[src/hw/smsp_pkg.sv]
// package: constants and carrier types of the serial master/slave port
package smsp_pkg;

   // ------------------------------------------------------------
   // control bit layout (positions inside the control byte)
   // ------------------------------------------------------------
   localparam int CTL_IRQ_EN = 7;
   localparam int CTL_ENABLE = 6;
   localparam int CTL_LSB_FIRST = 5;
   localparam int CTL_MASTER = 4;
   localparam int CTL_CPOL = 3;
   localparam int CTL_CPHA = 2;
   localparam int CTL_RATE_HI = 1;
   localparam int CTL_RATE_LO = 0;
   localparam logic [7:0] CTL_RESET = 8'h00;
   localparam logic [7:0] DATA_RESET = 8'h00;

   // ------------------------------------------------------------
   // timing: sck half period in clk cycles, indexed {2x,hi,lo}
   // ------------------------------------------------------------
   localparam int HALF_W = 6;
   localparam int BITS_PER_BYTE = 8;
   localparam logic [3:0] LAST_EDGE = 4'hf;
   localparam logic [HALF_W-1:0] HALF_DIV4 = 6'h02;
   localparam logic [HALF_W-1:0] HALF_DIV16 = 6'h08;
   localparam logic [HALF_W-1:0] HALF_DIV64 = 6'h20;
   localparam logic [HALF_W-1:0] HALF_DIV128 = 6'h3f;
   localparam logic [HALF_W-1:0] HALF_DIV2 = 6'h01;
   localparam logic [HALF_W-1:0] HALF_DIV8 = 6'h04;
   localparam logic [HALF_W-1:0] HALF_DIV32 = 6'h10;
   localparam int BUF_DEPTH = 2;

   // controls as seen by the shifting logic
   typedef struct packed {
      logic irq_en;
      logic enable;
      logic lsb_first;
      logic master;
      logic cpol;
      logic cpha;
      logic rate_hi;
      logic rate_lo;
   } smsp_ctl_t;

   typedef enum logic [1:0] {
      SMSP_IDLE,
      SMSP_MRUN,
      SMSP_SRUN
   } smsp_mode_t;

endpackage

[src/hw/smsp_port.sv]
// serial master/slave byte port: shifter, clock generator, buffers
`timescale 1ns/1ns
`default_nettype none

module smsp_port (
   input wire logic clk_i,
   input wire logic rst_i,
   input wire logic serial_power_reduction_bit_i,
   input wire logic ctl_write_i,
   input wire logic [7:0] serial_control_register_i,
   input wire logic double_speed_bit_i,
   input wire logic data_write_i,
   input wire logic [7:0] shift_data_register_i,
   input wire logic data_read_i,
   input wire logic flag_clear_i,
   input wire logic select_is_input_i,
   input wire logic miso_user_oe_i,
   input wire logic mosi_user_oe_i,
   input wire logic sck_user_oe_i,
   input wire logic sck_i,
   input wire logic mosi_i,
   input wire logic miso_i,
   input wire logic select_n_i,
   output logic [7:0] serial_control_register_o,
   output logic [7:0] shift_data_register_o,
   output logic rx_valid_o,
   output logic transfer_done_flag_o,
   output logic irq_o,
   output logic busy_o,
   output logic sck_o,
   output logic sck_oe_o,
   output logic mosi_o,
   output logic mosi_oe_o,
   output logic miso_o,
   output logic miso_oe_o
);

   // ------------------------------------------------------------
   // state
   // ------------------------------------------------------------
   typedef struct packed {
      smsp_pkg::smsp_ctl_t ctl;
      smsp_pkg::smsp_mode_t mode;
      logic [7:0] shreg;
      logic [3:0] edges;
      logic [smsp_pkg::HALF_W-1:0] div;
      logic sck_lvl;
      logic out_bit;
      logic done;
      logic rx_push;
      logic [7:0] rx_byte;
      logic [2:0] sck_s;
      logic [1:0] mosi_s;
      logic [1:0] miso_s;
      logic [2:0] sel_s;
      logic irq;
      logic [7:0] rd_data;
      logic rd_valid;
      logic sck_out;
      logic sck_oe;
      logic mosi_out;
      logic mosi_oe;
      logic miso_out;
      logic miso_oe;
      logic busy;
   } smsp_st_t;

   smsp_st_t st;
   smsp_st_t next_st;
   logic buf_in_ready;
   logic buf_out_valid;
   logic [7:0] buf_out_data;
   logic buf_pop;

   // half period select for the master clock generator
   function automatic logic [smsp_pkg::HALF_W-1:0] half_period(
      input logic dbl, input logic hi, input logic lo);
      unique case ({dbl, hi, lo})
         3'h0: half_period = smsp_pkg::HALF_DIV4;
         3'h1: half_period = smsp_pkg::HALF_DIV16;
         3'h2: half_period = smsp_pkg::HALF_DIV64;
         3'h3: half_period = smsp_pkg::HALF_DIV128;
         3'h4: half_period = smsp_pkg::HALF_DIV2;
         3'h5: half_period = smsp_pkg::HALF_DIV8;
         3'h6: half_period = smsp_pkg::HALF_DIV32;
         3'h7: half_period = smsp_pkg::HALF_DIV64;
      endcase
   endfunction

   // bit presented on the data line for a given shift register value
   function automatic logic tx_bit(input logic [7:0] sr, input logic lsb);
      tx_bit = lsb ? sr[0] : sr[7];
   endfunction

   // shift one sampled bit into the register in the chosen order
   function automatic logic [7:0] shift_in(
      input logic [7:0] sr, input logic lsb, input logic b);
      shift_in = lsb ? {b, sr[7:1]} : {sr[6:0], b};
   endfunction

   // ------------------------------------------------------------
   // receive buffer: protects an unread byte while the next shifts
   // ------------------------------------------------------------
   assign buf_pop = data_read_i;

   smsp_rx_buf u_rx_buf (
      .clk_i(clk_i),
      .rst_i(rst_i),
      .in_valid_i(st.rx_push),
      .in_data_i(st.rx_byte),
      .in_ready_o(buf_in_ready),
      .out_valid_o(buf_out_valid),
      .out_data_o(buf_out_data),
      .out_ready_i(buf_pop)
   );

   // ------------------------------------------------------------
   // next state
   // ------------------------------------------------------------
   always_comb begin
      logic active;
      logic lsb;
      logic sel_low;
      logic sck_rise;
      logic sck_fall;
      logic lead;
      logic sample;
      logic setup;
      logic in_bit;
      lead = 1'b0;
      sample = 1'b0;
      setup = 1'b0;
      in_bit = 1'b0;
      next_st = st;
      active = st.ctl.enable && !serial_power_reduction_bit_i;
      lsb = st.ctl.lsb_first;
      next_st.rx_push = 1'b0;
      // pins from outside pass two flip-flops first
      next_st.sck_s = {st.sck_s[1:0], sck_i};
      next_st.mosi_s = {st.mosi_s[0], mosi_i};
      next_st.miso_s = {st.miso_s[0], miso_i};
      next_st.sel_s = {st.sel_s[1:0], select_n_i};
      sel_low = !st.sel_s[1];
      sck_rise = st.sck_s[1] && !st.sck_s[2];
      sck_fall = !st.sck_s[1] && st.sck_s[2];
      if (ctl_write_i) begin
         next_st.ctl = smsp_pkg::smsp_ctl_t'(serial_control_register_i);
      end
      if (flag_clear_i) begin
         next_st.done = 1'b0;
      end
      if (!active) begin
         next_st.mode = smsp_pkg::SMSP_IDLE;
         next_st.sck_lvl = st.ctl.cpol;
      end else if (st.ctl.master && select_is_input_i && sel_low) begin
         // another master selected us: give up the bus
         next_st.ctl.master = 1'b0;
         next_st.mode = smsp_pkg::SMSP_IDLE;
         next_st.done = 1'b1;
         next_st.sck_lvl = st.ctl.cpol;
      end else begin
         unique case (st.mode)
            smsp_pkg::SMSP_IDLE: begin
               next_st.sck_lvl = st.ctl.cpol;
               // writes while shifting are ignored: single buffered
               if (data_write_i) begin
                  next_st.shreg = shift_data_register_i;
                  next_st.out_bit = tx_bit(shift_data_register_i, lsb);
               end
               next_st.edges = 4'h0;
               next_st.div = half_period(double_speed_bit_i,
                  st.ctl.rate_hi, st.ctl.rate_lo);
               if (st.ctl.master && data_write_i) begin
                  next_st.mode = smsp_pkg::SMSP_MRUN;
               end else if (!st.ctl.master && sel_low) begin
                  next_st.mode = smsp_pkg::SMSP_SRUN;
               end
            end
            smsp_pkg::SMSP_MRUN: begin
               if (st.div == 6'h01) begin
                  next_st.div = half_period(double_speed_bit_i,
                     st.ctl.rate_hi, st.ctl.rate_lo);
                  next_st.sck_lvl = ~st.sck_lvl;
                  next_st.edges = st.edges + 4'h1;
                  lead = !st.edges[0];
                  sample = (lead != st.ctl.cpha);
                  if (sample) begin
                     next_st.shreg = shift_in(st.shreg, lsb,
                        st.miso_s[1]);
                  end else if (st.edges != 4'h0 || !st.ctl.cpha) begin
                     next_st.out_bit = tx_bit(st.shreg, lsb);
                  end
                  if (st.edges == smsp_pkg::LAST_EDGE) begin
                     next_st.mode = smsp_pkg::SMSP_IDLE;
                     next_st.done = 1'b1;
                     next_st.rx_byte = next_st.shreg;
                     next_st.rx_push = 1'b1;
                  end
               end else begin
                  next_st.div = st.div - 6'h01;
               end
            end
            smsp_pkg::SMSP_SRUN: begin
               if (!sel_low || st.ctl.master) begin
                  // deselect drops a partial byte and rearms
                  next_st.mode = smsp_pkg::SMSP_IDLE;
                  next_st.edges = 4'h0;
               end else if (sck_rise || sck_fall) begin
                  // relies on sck phases longer than two cycles
                  lead = (st.ctl.cpol ? sck_fall : sck_rise);
                  sample = (lead != st.ctl.cpha);
                  setup = !sample;
                  in_bit = st.mosi_s[1];
                  next_st.edges = st.edges + 4'h1;
                  if (sample) begin
                     next_st.shreg = shift_in(st.shreg, lsb, in_bit);
                  end else if (setup && (st.edges != 4'h0)) begin
                     next_st.out_bit = tx_bit(st.shreg, lsb);
                  end
                  if (st.edges == smsp_pkg::LAST_EDGE) begin
                     next_st.done = 1'b1;
                     next_st.rx_byte = next_st.shreg;
                     next_st.rx_push = 1'b1;
                     next_st.edges = 4'h0;
                  end
               end
               if (data_write_i && st.edges == 4'h0) begin
                  next_st.shreg = shift_data_register_i;
                  next_st.out_bit = tx_bit(shift_data_register_i, lsb);
               end
            end
            default: next_st.mode = smsp_pkg::SMSP_IDLE;
         endcase
      end
      next_st.busy = (next_st.mode != smsp_pkg::SMSP_IDLE);
      // receive: a full buffer refuses the newest byte on overrun
      if (buf_out_valid) begin
         next_st.rd_data = buf_out_data;
      end
      next_st.rd_valid = buf_out_valid;
      // set wins over a clear in the same cycle
      if (next_st.rx_push) begin
         next_st.done = 1'b1;
      end
      next_st.irq = next_st.done && next_st.ctl.irq_en;
      // pin direction overrides; select is never driven
      next_st.sck_out = st.sck_lvl;
      next_st.mosi_out = st.out_bit;
      next_st.miso_out = st.out_bit;
      if (active && st.ctl.master) begin
         next_st.miso_oe = 1'b0;
         next_st.mosi_oe = mosi_user_oe_i;
         next_st.sck_oe = sck_user_oe_i;
      end else if (active) begin
         next_st.mosi_oe = 1'b0;
         next_st.sck_oe = 1'b0;
         next_st.miso_oe = miso_user_oe_i && sel_low;
      end else begin
         next_st.mosi_oe = 1'b0;
         next_st.sck_oe = 1'b0;
         next_st.miso_oe = 1'b0;
      end
   end

   // ------------------------------------------------------------
   // registers
   // ------------------------------------------------------------
   always_ff @(posedge clk_i or posedge rst_i) begin
      if (rst_i) begin
         st <= '0;
         st.sel_s <= 3'h7;
      end else begin
         st <= next_st;
      end
   end

   // a byte pushed into a full buffer is refused; reading frees room
   logic unused_ready;
   assign unused_ready = buf_in_ready;

   assign serial_control_register_o = st.ctl;
   assign shift_data_register_o = st.rd_data;
   assign rx_valid_o = st.rd_valid;
   assign transfer_done_flag_o = st.done;
   assign irq_o = st.irq;
   assign busy_o = st.busy;
   assign sck_o = st.sck_out;
   assign sck_oe_o = st.sck_oe;
   assign mosi_o = st.mosi_out;
   assign mosi_oe_o = st.mosi_oe;
   assign miso_o = st.miso_out;
   assign miso_oe_o = st.miso_oe;

endmodule

`default_nettype wire

[src/hw/smsp_rx_buf.sv]
// two-entry receive buffer with valid/ready on both sides
`timescale 1ns/1ns
`default_nettype none

module smsp_rx_buf (
   input wire logic clk_i,
   input wire logic rst_i,
   input wire logic in_valid_i,
   input wire logic [7:0] in_data_i,
   output logic in_ready_o,
   output logic out_valid_o,
   output logic [7:0] out_data_o,
   input wire logic out_ready_i
);

   typedef struct packed {
      logic [smsp_pkg::BUF_DEPTH-1:0][7:0] mem;
      logic [1:0] count;
      logic rd;
      logic wr;
   } smsp_buf_st_t;

   smsp_buf_st_t st;
   smsp_buf_st_t next_st;
   logic push;
   logic pop;

   assign push = in_valid_i && in_ready_o;
   assign pop = out_valid_o && out_ready_i;
   assign in_ready_o = (st.count != 2'h2);
   assign out_valid_o = (st.count != 2'h0);
   assign out_data_o = st.mem[st.rd];

   always_comb begin
      next_st = st;
      if (push) begin
         next_st.mem[st.wr] = in_data_i;
         next_st.wr = ~st.wr;
      end
      if (pop) begin
         next_st.rd = ~st.rd;
      end
      next_st.count = st.count + {1'b0, push} - {1'b0, pop};
   end

   always_ff @(posedge clk_i or posedge rst_i) begin
      if (rst_i) begin
         st <= '0;
      end else begin
         st <= next_st;
      end
   end

endmodule

`default_nettype wire

[config.mk]
export PLATFORM = sky130hd
export DESIGN_NAME = smsp_port
export DESIGN_NICKNAME = d
export VERILOG_FILES = /design/src/hw/smsp_pkg.sv /design/src/hw/smsp_port.sv /design/src/hw/smsp_rx_buf.sv
export SDC_FILE = /design/constraint.sdc
export NUM_CORES = 1
export LEC_CHECK = 0
export ABC_AREA = 1
export BUFFER_PORTS_ARGS = -buffer_cell sky130_fd_sc_hd__clkbuf_2
export CAP_MARGIN = 20
export CORE_MARGIN = 5
export CORE_UTILIZATION = 25
export DETAILED_ROUTE_END_ITERATION = 12
export SYNTH_ARGS = -nofsm -noshare
export SYNTH_HDL_FRONTEND = slang
export SYNTH_SLANG_ARGS = --single-unit
[constraint.sdc]
create_clock -name clk_i -period 3.22 [get_ports clk_i]
set_clock_uncertainty 0.2 [all_clocks]
set_input_delay 0 -clock clk_i [delete_from_list [all_inputs] [get_ports clk_i]]
set_output_delay 0 -clock clk_i [all_outputs]
set_load 0.01 [all_outputs]
# Word level (Yosys, flattened, before mapping)
# Memories as Yosys holds them, arrays and structs flattened.
# Index checks and enable logic that the tools add are counted.
[word_totals]
register_bits = 85
rom_bits = 96
out_inout_bits = 26
elab_cells = 166
n_memories = 2
[mem_list]
columns = ["memory", "words", "width", "read_ports", "rd_clocked_by_memory_dff", "write_ports", "line_no", "source"]
rows = [
  ["(name not given)", 8, 6, 1, 0, 0, "smsp_port.sv:78", "unique case ({dbl, hi, lo})"],
  ["(name not given)", 8, 6, 1, 0, 0, "smsp_port.sv:78", ""],
]
[op_classes]
n_addsub = 4
n_lt_le_gt_ge = 3
n_eq_ne = 22
n_mux = 56
bitwise_logic = 4
reduce_logical = 40
[ops]
columns = ["operator", "n"]
rows = [
  ["two-way mux 8 bit", 11],
  ["one-hot mux 12 bit (3 select lines)", 1],
  ["two-way mux 10 bit", 3],
  ["two-way mux 12 bit", 2],
  ["two-way mux 11 bit", 2],
  ["two-way mux 1 bit", 20],
  ["one-hot mux 10 bit (2 select lines)", 1],
  ["inequality test 2 bit (second input constant)", 9],
  ["bitwise mux 16 bit", 1],
  ["logical AND 1 bit", 15],
  ["inequality test 3 bit (second input constant)", 5],
  ["two-way mux 14 bit", 1],
  ["one-hot mux 7 bit (2 select lines)", 1],
  ["two-way mux 2 bit", 6],
  ["AND reduction 11 bit", 1],
  ["two-way mux 9 bit", 1],
  ["demux 8 bit (select 1 bit)", 1],
  ["logical NOT 1 bit", 8],
  ["two-way mux 4 bit", 2],
  ["AND reduction 8 bit", 1],
  ["nonzero test 2 bit", 4],
  ["AND reduction 7 bit", 1],
  ["== test 6 x 1 -> 1 bit (second input constant)", 1],
  ["two-way mux 6 bit", 1],
  ["other kinds (23)", 30],
]

# Depth between registers and ports, before layout
# Gate-level depths: netlist of run 1.
[depth]
ltp_word = 15
depth_mapped = 11

# Cells and area by module
# Synthesis of run 1 repeated with hierarchy kept, for this count alone.
[hier_totals]
hier_cells = 622
area_unflattened_um2 = 4884.7
[by_module_without_submodules]
columns = ["module", "n_inst", "cells_per_inst", "area_per_inst_um2", "seq_area_each_um2"]
rows = [
  ["smsp_port", 1, 495, 3876.2, 1629.1],
  ["smsp_rx_buf", 1, 127, 1008.5, 500.5],
]

# Worst setup path before layout of run 1
# No wires, ideal clock.
[synth_path]
path_kind = "flip-flop to flip-flop"
start = "register u_rx_buf.st[3] (netlist bit)"
end = "register u_rx_buf.st[3] (netlist bit)"
arrival_time_ps = 1506
required_ps = 2891
slack_ps = 1385
path_stages_with_launch = 8
period_less_slack_ps = 1835
path_cell_list = "dfrtp_1 nor2_1 nor2_1 ha_1 inv_1 ha_1 xnor2_1 xor2_1"
[synth_rtl]
columns = ["element", "line_no", "source"]
rows = [
  ["from (decl)", "smsp_rx_buf.sv:23", "smsp_buf_st_t st;"],
  ["from (signal assigned)", "smsp_rx_buf.sv:50", "st <= next_st;"],
]

==> results of run 1 <==
[repair_timing]
action | 4_1_cts | 5_1_grt
hold endpoints to repair | 90 | 6
hold buffers | 46 | 1
endpoints found under the setup margin | 0 | 0
[registers in the layout, indices dropped and copies added, names as in the netlist]
name                       flops
serial_control_register_o      8
mosi_oe_o                      1
shift_data_register_o          8
next_st                        8
rx_valid_o                     1
busy_o                         1
miso_oe_o                      1
sck_oe_o                       1
transfer_done_flag_o           1
miso_o                         1
sck_o                          1
irq_o                          1
u_rx_buf.st                   20
st                            32
[worst paths after layout]
check	to	slack (ps)	cells past startpoint
worst max register to register	serial_control_register_o[4]	1010	4
worst max-delay path	serial_control_register_o[4]	1010	4
max in group asynchronous	next_st[19]	1600	6
min in group asynchronous	miso_oe_o	440	4
worst min-delay path	serial_control_register_o[7]	30	3
worst min register to register	next_st[26]	150	0
[through the flow]
stage	utilization (%)	worst slack, ps	instances	total power [mW]	hold slack [ps]
after floorplan	-	829.8	621	1.923	-195.5
after global placement	27.50	1079	916	2.074	-104.6
after detailed placement	27.50	1069	916	2.078	-105.9
after CTS	31.64	1010	978	3.311	23.16
after global routing	31.84	790.2	980	3.500	101.8
final	31.84	1007	980	3.280	31.94
[cells in the mapped netlist (2+ instances only)]
cell type / number
nand2_1: 172
dfrtp_1: 83
inv_1: 73
o21ai_0: 54
nand3_1: 49
nor2_1: 33
o21ai_1: 26
buf_4: 17
ha_1: 16
nand2_2: 13
a21oi_1: 10
nor2_2: 9
inv_2: 7
buf_2: 6
clkbuf_1: 6
nor2_4: 5
o211ai_1: 5
xor2_1: 5
a21oi_2: 4
nand3_2: 4
dfstp_2: 2
nand3b_1: 2
nor2_8: 2
o21ai_4: 2
or2_2: 2
[final cells by class]
| cell class | count | area (um2) | area share (%) |
|---|---|---|---|
| Inverter | 81 | 307.8 | 5.000 |
| Tap cell | 265 | 331.6 | 5.386 |
| Multi-Input combinational cell | 425 | 2240 | 36.38 |
| Sequential cell | 85 | 2130 | 34.59 |
| Clock buffer | 10 | 239.0 | 3.882 |
| Timing Repair Buffer | 108 | 805.8 | 13.09 |
| Clock inverter | 6 | 102.6 | 1.667 |
[worst max-delay path, delay by kind of cell (launching register included)]
family                 cells  cell delay (ps)
muxes                      1              130
DFF                        1              560
buffers and inverters      2             1140
AOI/OAI and AO/OA          1              130
[where the power goes]
part / leakage, nW / switching, mW / internal (mW)
clock: 0.166 / 0.451 / 0.714
sequential: 1.10 / 0.130 / 1.21
combinational: 1.74 / 0.461 / 0.311
total: 3.01 / 1.04 / 2.24
[kinds of logic (layout without fill, tap and decap cells)]
logic type,Yosys count,after routing,synth area share (%)
simple gates,296,296,28.30
buf+inv,111,205,10.23
compound gates,106,106,12.31
flops,85,85,43.75
fa+ha+maj,16,16,4.113
xor+xnor,6,6,1.080
mux,1,1,0.2057
[layer usage]
layer | GRT usage [%] | vias to the layer above
li1 | - | 2139
met1 | 14.56 | 1870
met2 | 17.38 | 115
met3 | 2.756 | 28
met4 | 5.172 | 0
met5 | 0 | -
==> results.tsv, run 1 <==
stage	metric	value	unit
floorplanning	core.rowCount	51	
setup_path	critPathLaunchType	flop	
routing	routedWlPerCell	12.00	um
routing	vias_per_cell	4.237	
timing	fin_tns_setup	0	ps
routing	drtIter0Drc	242	
place	io_buffers	57	
routing	routed_wl	11760	um
routing	ant_nets	0	
yosys	synth-async-reset-ratio	100.0	%
finish	area_delta_synth_final	26.48	%
cts	tritoncts	yes	
yosys	synth-edff-count	0	
yosys	yosys_warnings	0	
yosys	synth_fp_nets	669	
routing	highest_layer	met4	
setup_path	crit_type	flop to flop	
floorplanning	ios	58	
hold_path	hold_class	input pin to flop	
grt	grt_pass1_vias	4118	
timing	max_freq	452.0	MHz
setup_path	startpoint	serial_control_register_o[4]	
grt	grtUsageTotal	11.14	%
finish	final_cell_mix	nand2_1, dfrtp_1, inv_1	
routing	firstDrtPassIters	4	
setup_path	path_max_fanout	7	
setup_path	crit_chain	mux2i_1 -> dlygate4sd3_1 -> a21oi_1 -> dlygate4sd3_1	
yosys	syn_area	4867	um2
hold_path	worstHoldStart	ctl_write_i	
yosys	ys.flop_type	dfrtp_1	
grt	antenna_found_initial	0	
timing	finalMaxSlewViolations	0	
timing	post-route-period-util	68.71	%
place	routabilityCongestion	0.8357	
yosys	ys_ff_latch	85	
setup_path	crit_required	3300	ps
yosys	synth_top_area_share	42.67	%
finish	final_common_cell	nand2_1	
finish	final_layout_size_suffix_gt1_share	18.74	%
timing	setup_viol	0	
routing	met3_length	601	um
power_and_ir_drop	p_per_area	532.8	nW/um2
timing	slew_headroom	51.43	%
setup_path	crit_path_end_kind	flop	
floorplanning	fp.dieH	149.5	um
floorplanning	dieArea	22360	um2
cts	cts_resized	0	
place	place_area	5316	um2
cts	clk_latency	340	ps
run	cap_violations	0	
routing	met2WireLength	5150	um
setup_path	arrival	2290	ps
yosys	seq_area_frac_synth	43.75	%
yosys	syn_inst	621	
yosys	syn_area_per_cell	7.838	um2
yosys	synth_top_area_cell	dfrtp_1	
place	place_hpwl	8432	um
cts	root_buffer	clkbuf_16	
floorplanning	dieWidth	149.5	um
finish	design_area	6156	um2
timing	tightest_slew	725.9	ps
cts	cts_buffers	9	
routing	drc	0	
setup_path	path_common_cell	dlygate4sd3_1	
finish	nFillCells	2031	
timing	hold_viol	0	
timing	min_period	2213	ps
cts	clock_path_buffers	2	
routing	vias	4152	
finish	n_antenna_cell	0	
power_and_ir_drop	vdd_ir_drop_max	0.2389	mV
cts	postCtsSetupRepairBufs	0	
setup_path	max_stage_delay	580	ps
yosys	synth.area.top_cells	dfrtp_1, nand2_1, inv_1, o21ai_0, nand3_1	
setup_path	reg2reg_from	serial_control_register_o[4]	
cts	clkSlewWorstSetupHoldPaths	60	ps
grt	grt_pass1_wl	20040	um
yosys	ys_types	39	
cts	cts.sinks	85	
power_and_ir_drop	p_leak	3.008	nW
routing	drt-met1-wl	5639	um
cts	htree_levels	3	
status	status	finished clean	
floorplanning	coreArea	19330	um2
grt	grt_max_degree	58	
floorplanning	initial_core_util	25.17	%
grt	grt_overflow	0	
finish	finalNetCount	758	
timing	rsz0062_at_grt	false	
setup_path	slowest_stage	dlygate4sd3_1	
(Power assumes the default switching activity.)
==> run 2: changes to the inputs <==
--- a/config.mk
+++ b/config.mk
@@ -5,7 +5,7 @@
 export SDC_FILE = /design/constraint.sdc
 export NUM_CORES = 1
 export LEC_CHECK = 0
-export ABC_AREA = 1
+export ABC_AREA = 0
 export BUFFER_PORTS_ARGS = -buffer_cell sky130_fd_sc_hd__clkbuf_2
 export CAP_MARGIN = 20
 export CORE_MARGIN = 5
==> constraint.sdc (replaced) <==
create_clock -name clk_i -period 1.95 [get_ports clk_i]
set_clock_uncertainty 0.2 [all_clocks]
set_input_delay 0 -clock clk_i [delete_from_list [all_inputs] [get_ports clk_i]]
set_output_delay 0 -clock clk_i [all_outputs]
set_load 0.01 [all_outputs]
==> run 2 against run 1 <==
Effect of this change: combinational power increased by 120%; critical path depth increased by 2; area after synthesis decreased by 5.2%; first-iteration DRC count decreased by 46%; via count decreased by 1.3%; fmax decreased by 5.5%; synthesized cell count decreased by 28%; the run now ends with setup timing left; global-route usage increased by 1.4 points; highest routed layer unchanged; routed wire length increased by 11%.
==> results.tsv, run 2 <==
stage	metric	value	unit	change
yosys	ys.flop_type	dfrtp_1		
finish	finalNetCount	673		-11%
status	violations	setup timing		
cts	clock_path_buffers	2		unchanged
setup_path	critPathLaunchType	flop		
grt	grt_overflow	0		unchanged
grt	grt_pass1_wl	21850	um	+9.0%
power_and_ir_drop	seq_power_share	39.8	%	-1.2 points
routing	vias_per_cell	4.769		+13%
timing	post-route-period-util	120.1	%	+51 points
grt	antenna_found_initial	0		unchanged
floorplanning	ios	58		unchanged
setup_path	crit_required	2010	ps	-1290 ps
cts	cts.sinks	85		unchanged
yosys	synth-async-reset-ratio	100.0	%	unchanged
yosys	seq_area_frac_synth	46.16	%	+2.4 points
run	cap_violations	0		unchanged
finish	top_regs	st x32, u_rx_buf.st x20		
timing	tightest_slew	493.0	ps	-232.9 ps
timing	slew_headroom	67.06	%	+16 points
setup_path	path_max_fanout	5		-2
floorplanning	core.rowCount	49		-3.9%
cts	tritoncts	yes		
grt	grt_pass1_vias	4319		+4.9%
setup_path	crit_type	flop to flop		
power_and_ir_drop	vdd_ir_drop_max	0.4116	mV	+72%
setup_path	reg2reg_from	st[43]		
routing	routed_wl	13030	um	+11%
yosys	yosysMostFrequentCell	dfrtp_1		
status	status	finished, violations left		
timing	rsz0062_at_grt	true		
setup_path	arrival	2400	ps	+110 ps
yosys	synth_top_area_share	45.02	%	+2.3 points
power_and_ir_drop	swShare	33.76	%	+2.0 points
hold_path	hold_class	input pin to asynchronous set/reset pin		
yosys	synth-edff-count	0		unchanged
routing	drtIter0Drc	130		-46%
finish	n_antenna_cell	0		unchanged
finish	largest_register_ff_count	32		unchanged
yosys	ys_types	57		+46%
yosys	syn_area	4613	um2	-5.2%
timing	min_period	2342	ps	+129.0 ps
power_and_ir_drop	clock_power_share	30.5	%	-5.0 points
routing	routedWlPerCell	15.17	um	+26%
finish	final_util	38.55	%	+6.7 points
floorplanning	coreArea	18090	um2	-6.5%
finish	design_area	6973	um2	+13%
routing	vias	4097		-1.3%
power_and_ir_drop	switchingPower	1.909	mW	+83%
floorplanning	fp.dieH	145.8	um	-2.5%
finish	area_delta_synth_final	51.15	%	
setup_path	crit_path_end_kind	flop		
setup_path	reg2regPathDepth	6		+2
routing	firstDrtPassIters	4		unchanged
power_and_ir_drop	power.total	5.656	mW	+72%
place	place_area	5791	um2	+8.9%
timing	finalMaxSlewViolations	0		unchanged
place	place_hpwl	9396	um	+11%
cts	clkSlewWorstSetupHoldPaths	70	ps	about the same
cts	htree_levels	3		unchanged
yosys	synth_commonest_cells	dfrtp_1, nor2_1, mux2_2, nand2_1, inv_1		
timing	fin_tns_setup	-7608	ps	-7608 ps
timing	setup_ws	-391.5	ps	-1399 ps
finish	regMostFlops	st		
routing	drc	0		unchanged
setup_path	rr_endpoint	st[54]		
cts	root_buffer	clkbuf_16		
yosys	synth_fp_nets	496		-26%
power_and_ir_drop	p_per_area	811.1	nW/um2	+52%
yosys	synth.area.top_cells	dfrtp_1, mux2_2, ha_1, mux2i_1, nor2_1		
timing	max_freq	427.1	MHz	-5.5%
routing	ant_nets	0		unchanged
finish	nFillCells	1666		-18%
yosys	ys_ff_latch	85		unchanged
power_and_ir_drop	internal_power	3.747	mW	+67%
finish	final_cell_mix	buf_4, dfrtp_1, clkbuf_2		
finish	final_layout_size_suffix_gt1_share	43.97	%	+25 points
yosys	yosys_warnings	0		unchanged
finish	final_common_cell	buf_4		
power_and_ir_drop	combPwrFrac	29.7	%	+6.2 points
setup_path	reg2reg_slack	-390	ps	-1400 ps
place	routabilityCongestion	0.8976		+7.4%
floorplanning	dieArea	21270	um2	-4.9%
grt	grt_max_degree	31		-47%
power_and_ir_drop	p_leak	3.173	nW	+5.5%
floorplanning	initial_core_util	25.51	%	+0.33 points
yosys	synth_top_area_cell	dfrtp_1		
cts	clk_latency	360	ps	+20 ps
floorplanning	dieWidth	145.8	um	-2.5%
place	io_buffers	57		unchanged
timing	setup_viol	32		+32
timing	hold_viol	0		unchanged
yosys	syn_inst	448		-28%
cts	cts_buffers	9		unchanged
yosys	syn_area_per_cell	10.30	um2	+31%
grt	grtUsageTotal	12.57	%	+1.4 points
run 2: worst max-delay path, cell delays in order (launching register included):
cell,delay [ps]
dfrtp_1,380
or4_4,570
or3_4,380
buf_6,160
o22ai_4,240
a22oi_1,140
o221ai_1,170
run 2: final cells by class:
type | instances | area (um2) | share of cell area (%)
multi-input combinational | 299 | 2584 | 37.05
sequential | 85 | 2130 | 30.54
timing repair buffer | 200 | 1551 | 22.25
tap | 229 | 286.5 | 4.109
clock buffer | 9 | 225.2 | 3.230
inverter | 30 | 122.6 | 1.758
clock inverter | 7 | 73.82 | 1.059
run 2: kinds of logic (layout without fill, tap and decap cells):
group	count (synthesis)	count (layout)	share of synthesized area (%)
DFF	85	85	46.16
and+or+nand+nor	125	125	13.86
muxes	49	49	11.50
adders and majority gates	16	16	4.340
AOI/OAI and AO/OA	100	100	15.76
buffers and inverters	64	246	6.672
xor gates and xnor gates	9	9	1.709
run 2: power groups by stage:
stage	logic, mW	registers (mW)	clock network, mW
after floorplan	0.995	2.20	0
after global placement	1.40	2.26	0
after detailed placement	1.44	2.27	0
after CTS	1.59	2.24	1.77
after global routing	1.84	2.29	1.87
final	1.68	2.25	1.73
run 2: worst max-delay path by stage:
stage	to	cells past startpoint	slack (ps)	from
after floorplan	st[48]	5	-320	st[42]
after global placement	st[30]	6	-360	st[44]
after detailed placement	st[30]	6	-390	st[44]
after CTS	st[48]	5	-340	st[43]
after global routing	st[29]	10	-420	st[26]
final	st[54]	6	-390	st[43]
run 2: per-layer routing:
metal | global-route usage (%) | wire (um)
met5 | 0 | 0
met2 | 22.12 | 6934
met4 | 5.176 | 291
met1 | 14.62 | 5311
met3 | 3.083 | 497
run 2: per-stage QoR:
stage / instances / setup slack [ps] / hold slack, ps
3_3_place_gp: 783 / -358.3 / -163.7
2_1_floorplan: 448 / -324.5 / -195.5
4_1_cts: 851 / -342.0 / 16.39
6_report: 859 / -391.5 / 6.212
3_5_place_dp: 783 / -389.4 / -155.6
5_1_grt: 859 / -421.1 / 66.08
run 2: repair_timing:
| item | 4_1_cts | 5_1_grt |
|---|---|---|
| gates resized for setup | 34 | 38 |
| buffers inserted | 9 | 9 |
| endpoints found under the setup margin | 34 | 42 |
| gates cloned | 0 | 1 |
| endpoints found under the hold margin | 118 | 0 |
| hold buffers | 43 | 0 |
| pin swaps | 21 | 18 |
==> run 3: changes to the inputs <==
--- a/config.mk
+++ b/config.mk
@@ -10,7 +10,10 @@
 export CAP_MARGIN = 20
 export CORE_MARGIN = 5
 export CORE_UTILIZATION = 25
+export CTS_CLUSTER_SIZE = 10
 export DETAILED_ROUTE_END_ITERATION = 12
+export REMOVE_ABC_BUFFERS = 1
+export SKIP_CTS_REPAIR_TIMING = 1
 export SYNTH_ARGS = -nofsm -noshare
 export SYNTH_HDL_FRONTEND = slang
 export SYNTH_SLANG_ARGS = --single-unit
==> run 3 against run 2 <==
Effect of this change: combinational power is 5% lower; the flow finishes with violations (hold timing, setup timing); critical path type unchanged; worst setup slack worse by 33 ps; sequential power about the same; register-to-register slack got worse by 30 ps.
==> results.tsv, run 3 (synthesis gave the netlist of run 2 again) <==
stage	metric	value	unit	change
hold_path	worstHoldStart	ctl_write_i		
hold_path	hold_class	input pin to flop		
grt	grt_pass1_vias	3941		-8.8%
status	violations	hold timing, setup timing		
timing	tightest_slew	531.0	ps	+38.04 ps
cts	clk_latency	350	ps	about the same
cts	root_buffer	clkbuf_16		
grt	grt_pass1_wl	20000	um	-8.5%
power_and_ir_drop	p_leak	3.118	nW	-1.7%
grt	antenna_found_initial	0		unchanged
place	routabilityCongestion	0.8855		-1.3%
power_and_ir_drop	vdd_ir_drop_max	0.4133	mV	+0.42%
setup_path	critPathLaunchType	flop		
cts	tritoncts	yes		
timing	hold_viol	5		+5
floorplanning	fp.dieH	145.8	um	unchanged
setup_path	startpoint	st[44]		
place	place_hpwl	9686	um	+3.1%
finish	largest_register_ff_count	32		unchanged
timing	setup_ws	-424.1	ps	-32.60 ps
cts	htree_levels	3		unchanged
finish	area_delta_synth_final	44.48	%	
place	post-place-ws	-517.9	ps	-128.5 ps
status	status	finished, violations left		
cts	clock_path_buffers	2		unchanged
cts	cts.sinks	85		unchanged
setup_path	crit_required	2010	ps	about the same
floorplanning	dieWidth	145.8	um	unchanged
place	io_buffers	57		unchanged
routing	vias	3991		-2.6%
timing	min_period	2374	ps	+32.60 ps
timing	max_freq	421.2	MHz	-1.4%
floorplanning	coreArea	18090	um2	unchanged
run	cap_violations	0		unchanged
power_and_ir_drop	p_per_area	843.5	nW/um2	+4.0%
routing	routedWlPerCell	15.04	um	-0.91%
routing	vias_per_cell	4.712		-1.2%
timing	slew_headroom	64.56	%	-2.5 points
finish	design_area	6665	um2	-4.4%
routing	routed_wl	12740	um	-2.3%
finish	regMostFlops	st		
timing	post-route-period-util	121.7	%	+1.7 points
setup_path	path_max_fanout	6		+1
floorplanning	dieArea	21270	um2	unchanged
finish	n_antenna_cell	0		unchanged
finish	final_layout_size_suffix_gt1_share	40.94	%	-3.0 points
finish	top_regs	st x32, u_rx_buf.st x20		
finish	final_common_cell	buf_4		
floorplanning	initial_core_util	25.51	%	unchanged
floorplanning	core.rowCount	49		unchanged
finish	final_cell_mix	buf_4, dfrtp_1, clkbuf_2		
setup_path	crit_path_end_kind	flop		
cts	clkSlewWorstSetupHoldPaths	70	ps	about the same
grt	grtUsageTotal	11.73	%	-0.85 points
timing	finalMaxSlewViolations	0		unchanged
timing	rsz0062_at_grt	true		
setup_path	arrival	2440	ps	+40 ps
routing	drc	0		unchanged
timing	hold_slack	-41.12	ps	-47.34 ps
grt	grt_max_degree	40		+29%
routing	drtIter0Drc	158		+22%
grt	grt_overflow	0		unchanged
routing	ant_nets	0		unchanged
floorplanning	ios	58		unchanged
routing	firstDrtPassIters	4		unchanged
power_and_ir_drop	power.total	5.622	mW	-0.60%
cts	cts_buffers	9		unchanged
finish	finalNetCount	661		-1.8%
setup_path	reg2reg_from	st[44]		
timing	setup_viol	32		unchanged
setup_path	crit_type	flop to flop		
place	place_area	5672	um2	-2.1%
-- run 3: area by class of cell --
type                            instances  area [um2]
Tap cell                              229       286.5
Sequential cell                        85        2131
Clock buffer                            9       225.2
Multi-Input combinational cell        299        2404
Timing Repair Buffer                  188        1421
Inverter                               30       113.9
Fill cell                            1753       11420
Clock inverter                          7       83.83
-- run 3: layer usage --
layer / track usage (%) / routed length, um / vias up
li1: - / - / 1936
met1: 14.51 / 5619 / 1977
met2: 20.05 / 6540 / 67
met3: 3.083 / 423 / 11
met4: 3.561 / 150 / 0
met5: 0 / 0 / -
-- run 3: worst max-delay path, cell delays in order (launching register included) --
cell and delay [ps]:
dfrtp_1 380, or4_4 570, o21a_4 250, a2111oi_4 370
buf_4 230, buf_8 130, nand3_1 80, o221ai_1 80
-- run 3: per-stage QoR --
| step | TNS [ps] | hold slack, ps | cells | util [%] |
|---|---|---|---|---|
| final | -8265 | -41.12 | 847 | 36.85 |
| after CTS | -11650 | -536.7 | 805 | 33.07 |
| after detailed placement | -11080 | -154.2 | 789 | 31.36 |
| after global placement | -9350 | -160.1 | 789 | 31.36 |
| after floorplan | -45750 | -195.5 | 414 | - |
| after global routing | -9877 | 8.672 | 847 | 36.85 |
-- run 3: worst paths after layout --
kind                                           endpoint  slack [ps]  cells past startpoint
max                                              st[51]        -420                      7
min                        serial_control_register_o[3]         -40                      2
max reg2reg                                      st[51]        -420                      7
min reg2reg                                      st[23]         140                      0
max in group asynchronous                   next_st[18]         890                      4
min in group asynchronous                u_rx_buf.st[1]           0                      3
-- run 3: power breakdown --
part / total, mW / internal (mW) / switching (mW) / leakage (nW)
Clock: 1.80 / 1.02 / 0.782 / 0.149
Sequential: 2.23 / 2.01 / 0.222 / 1.10
Combinational: 1.59 / 0.800 / 0.789 / 1.87
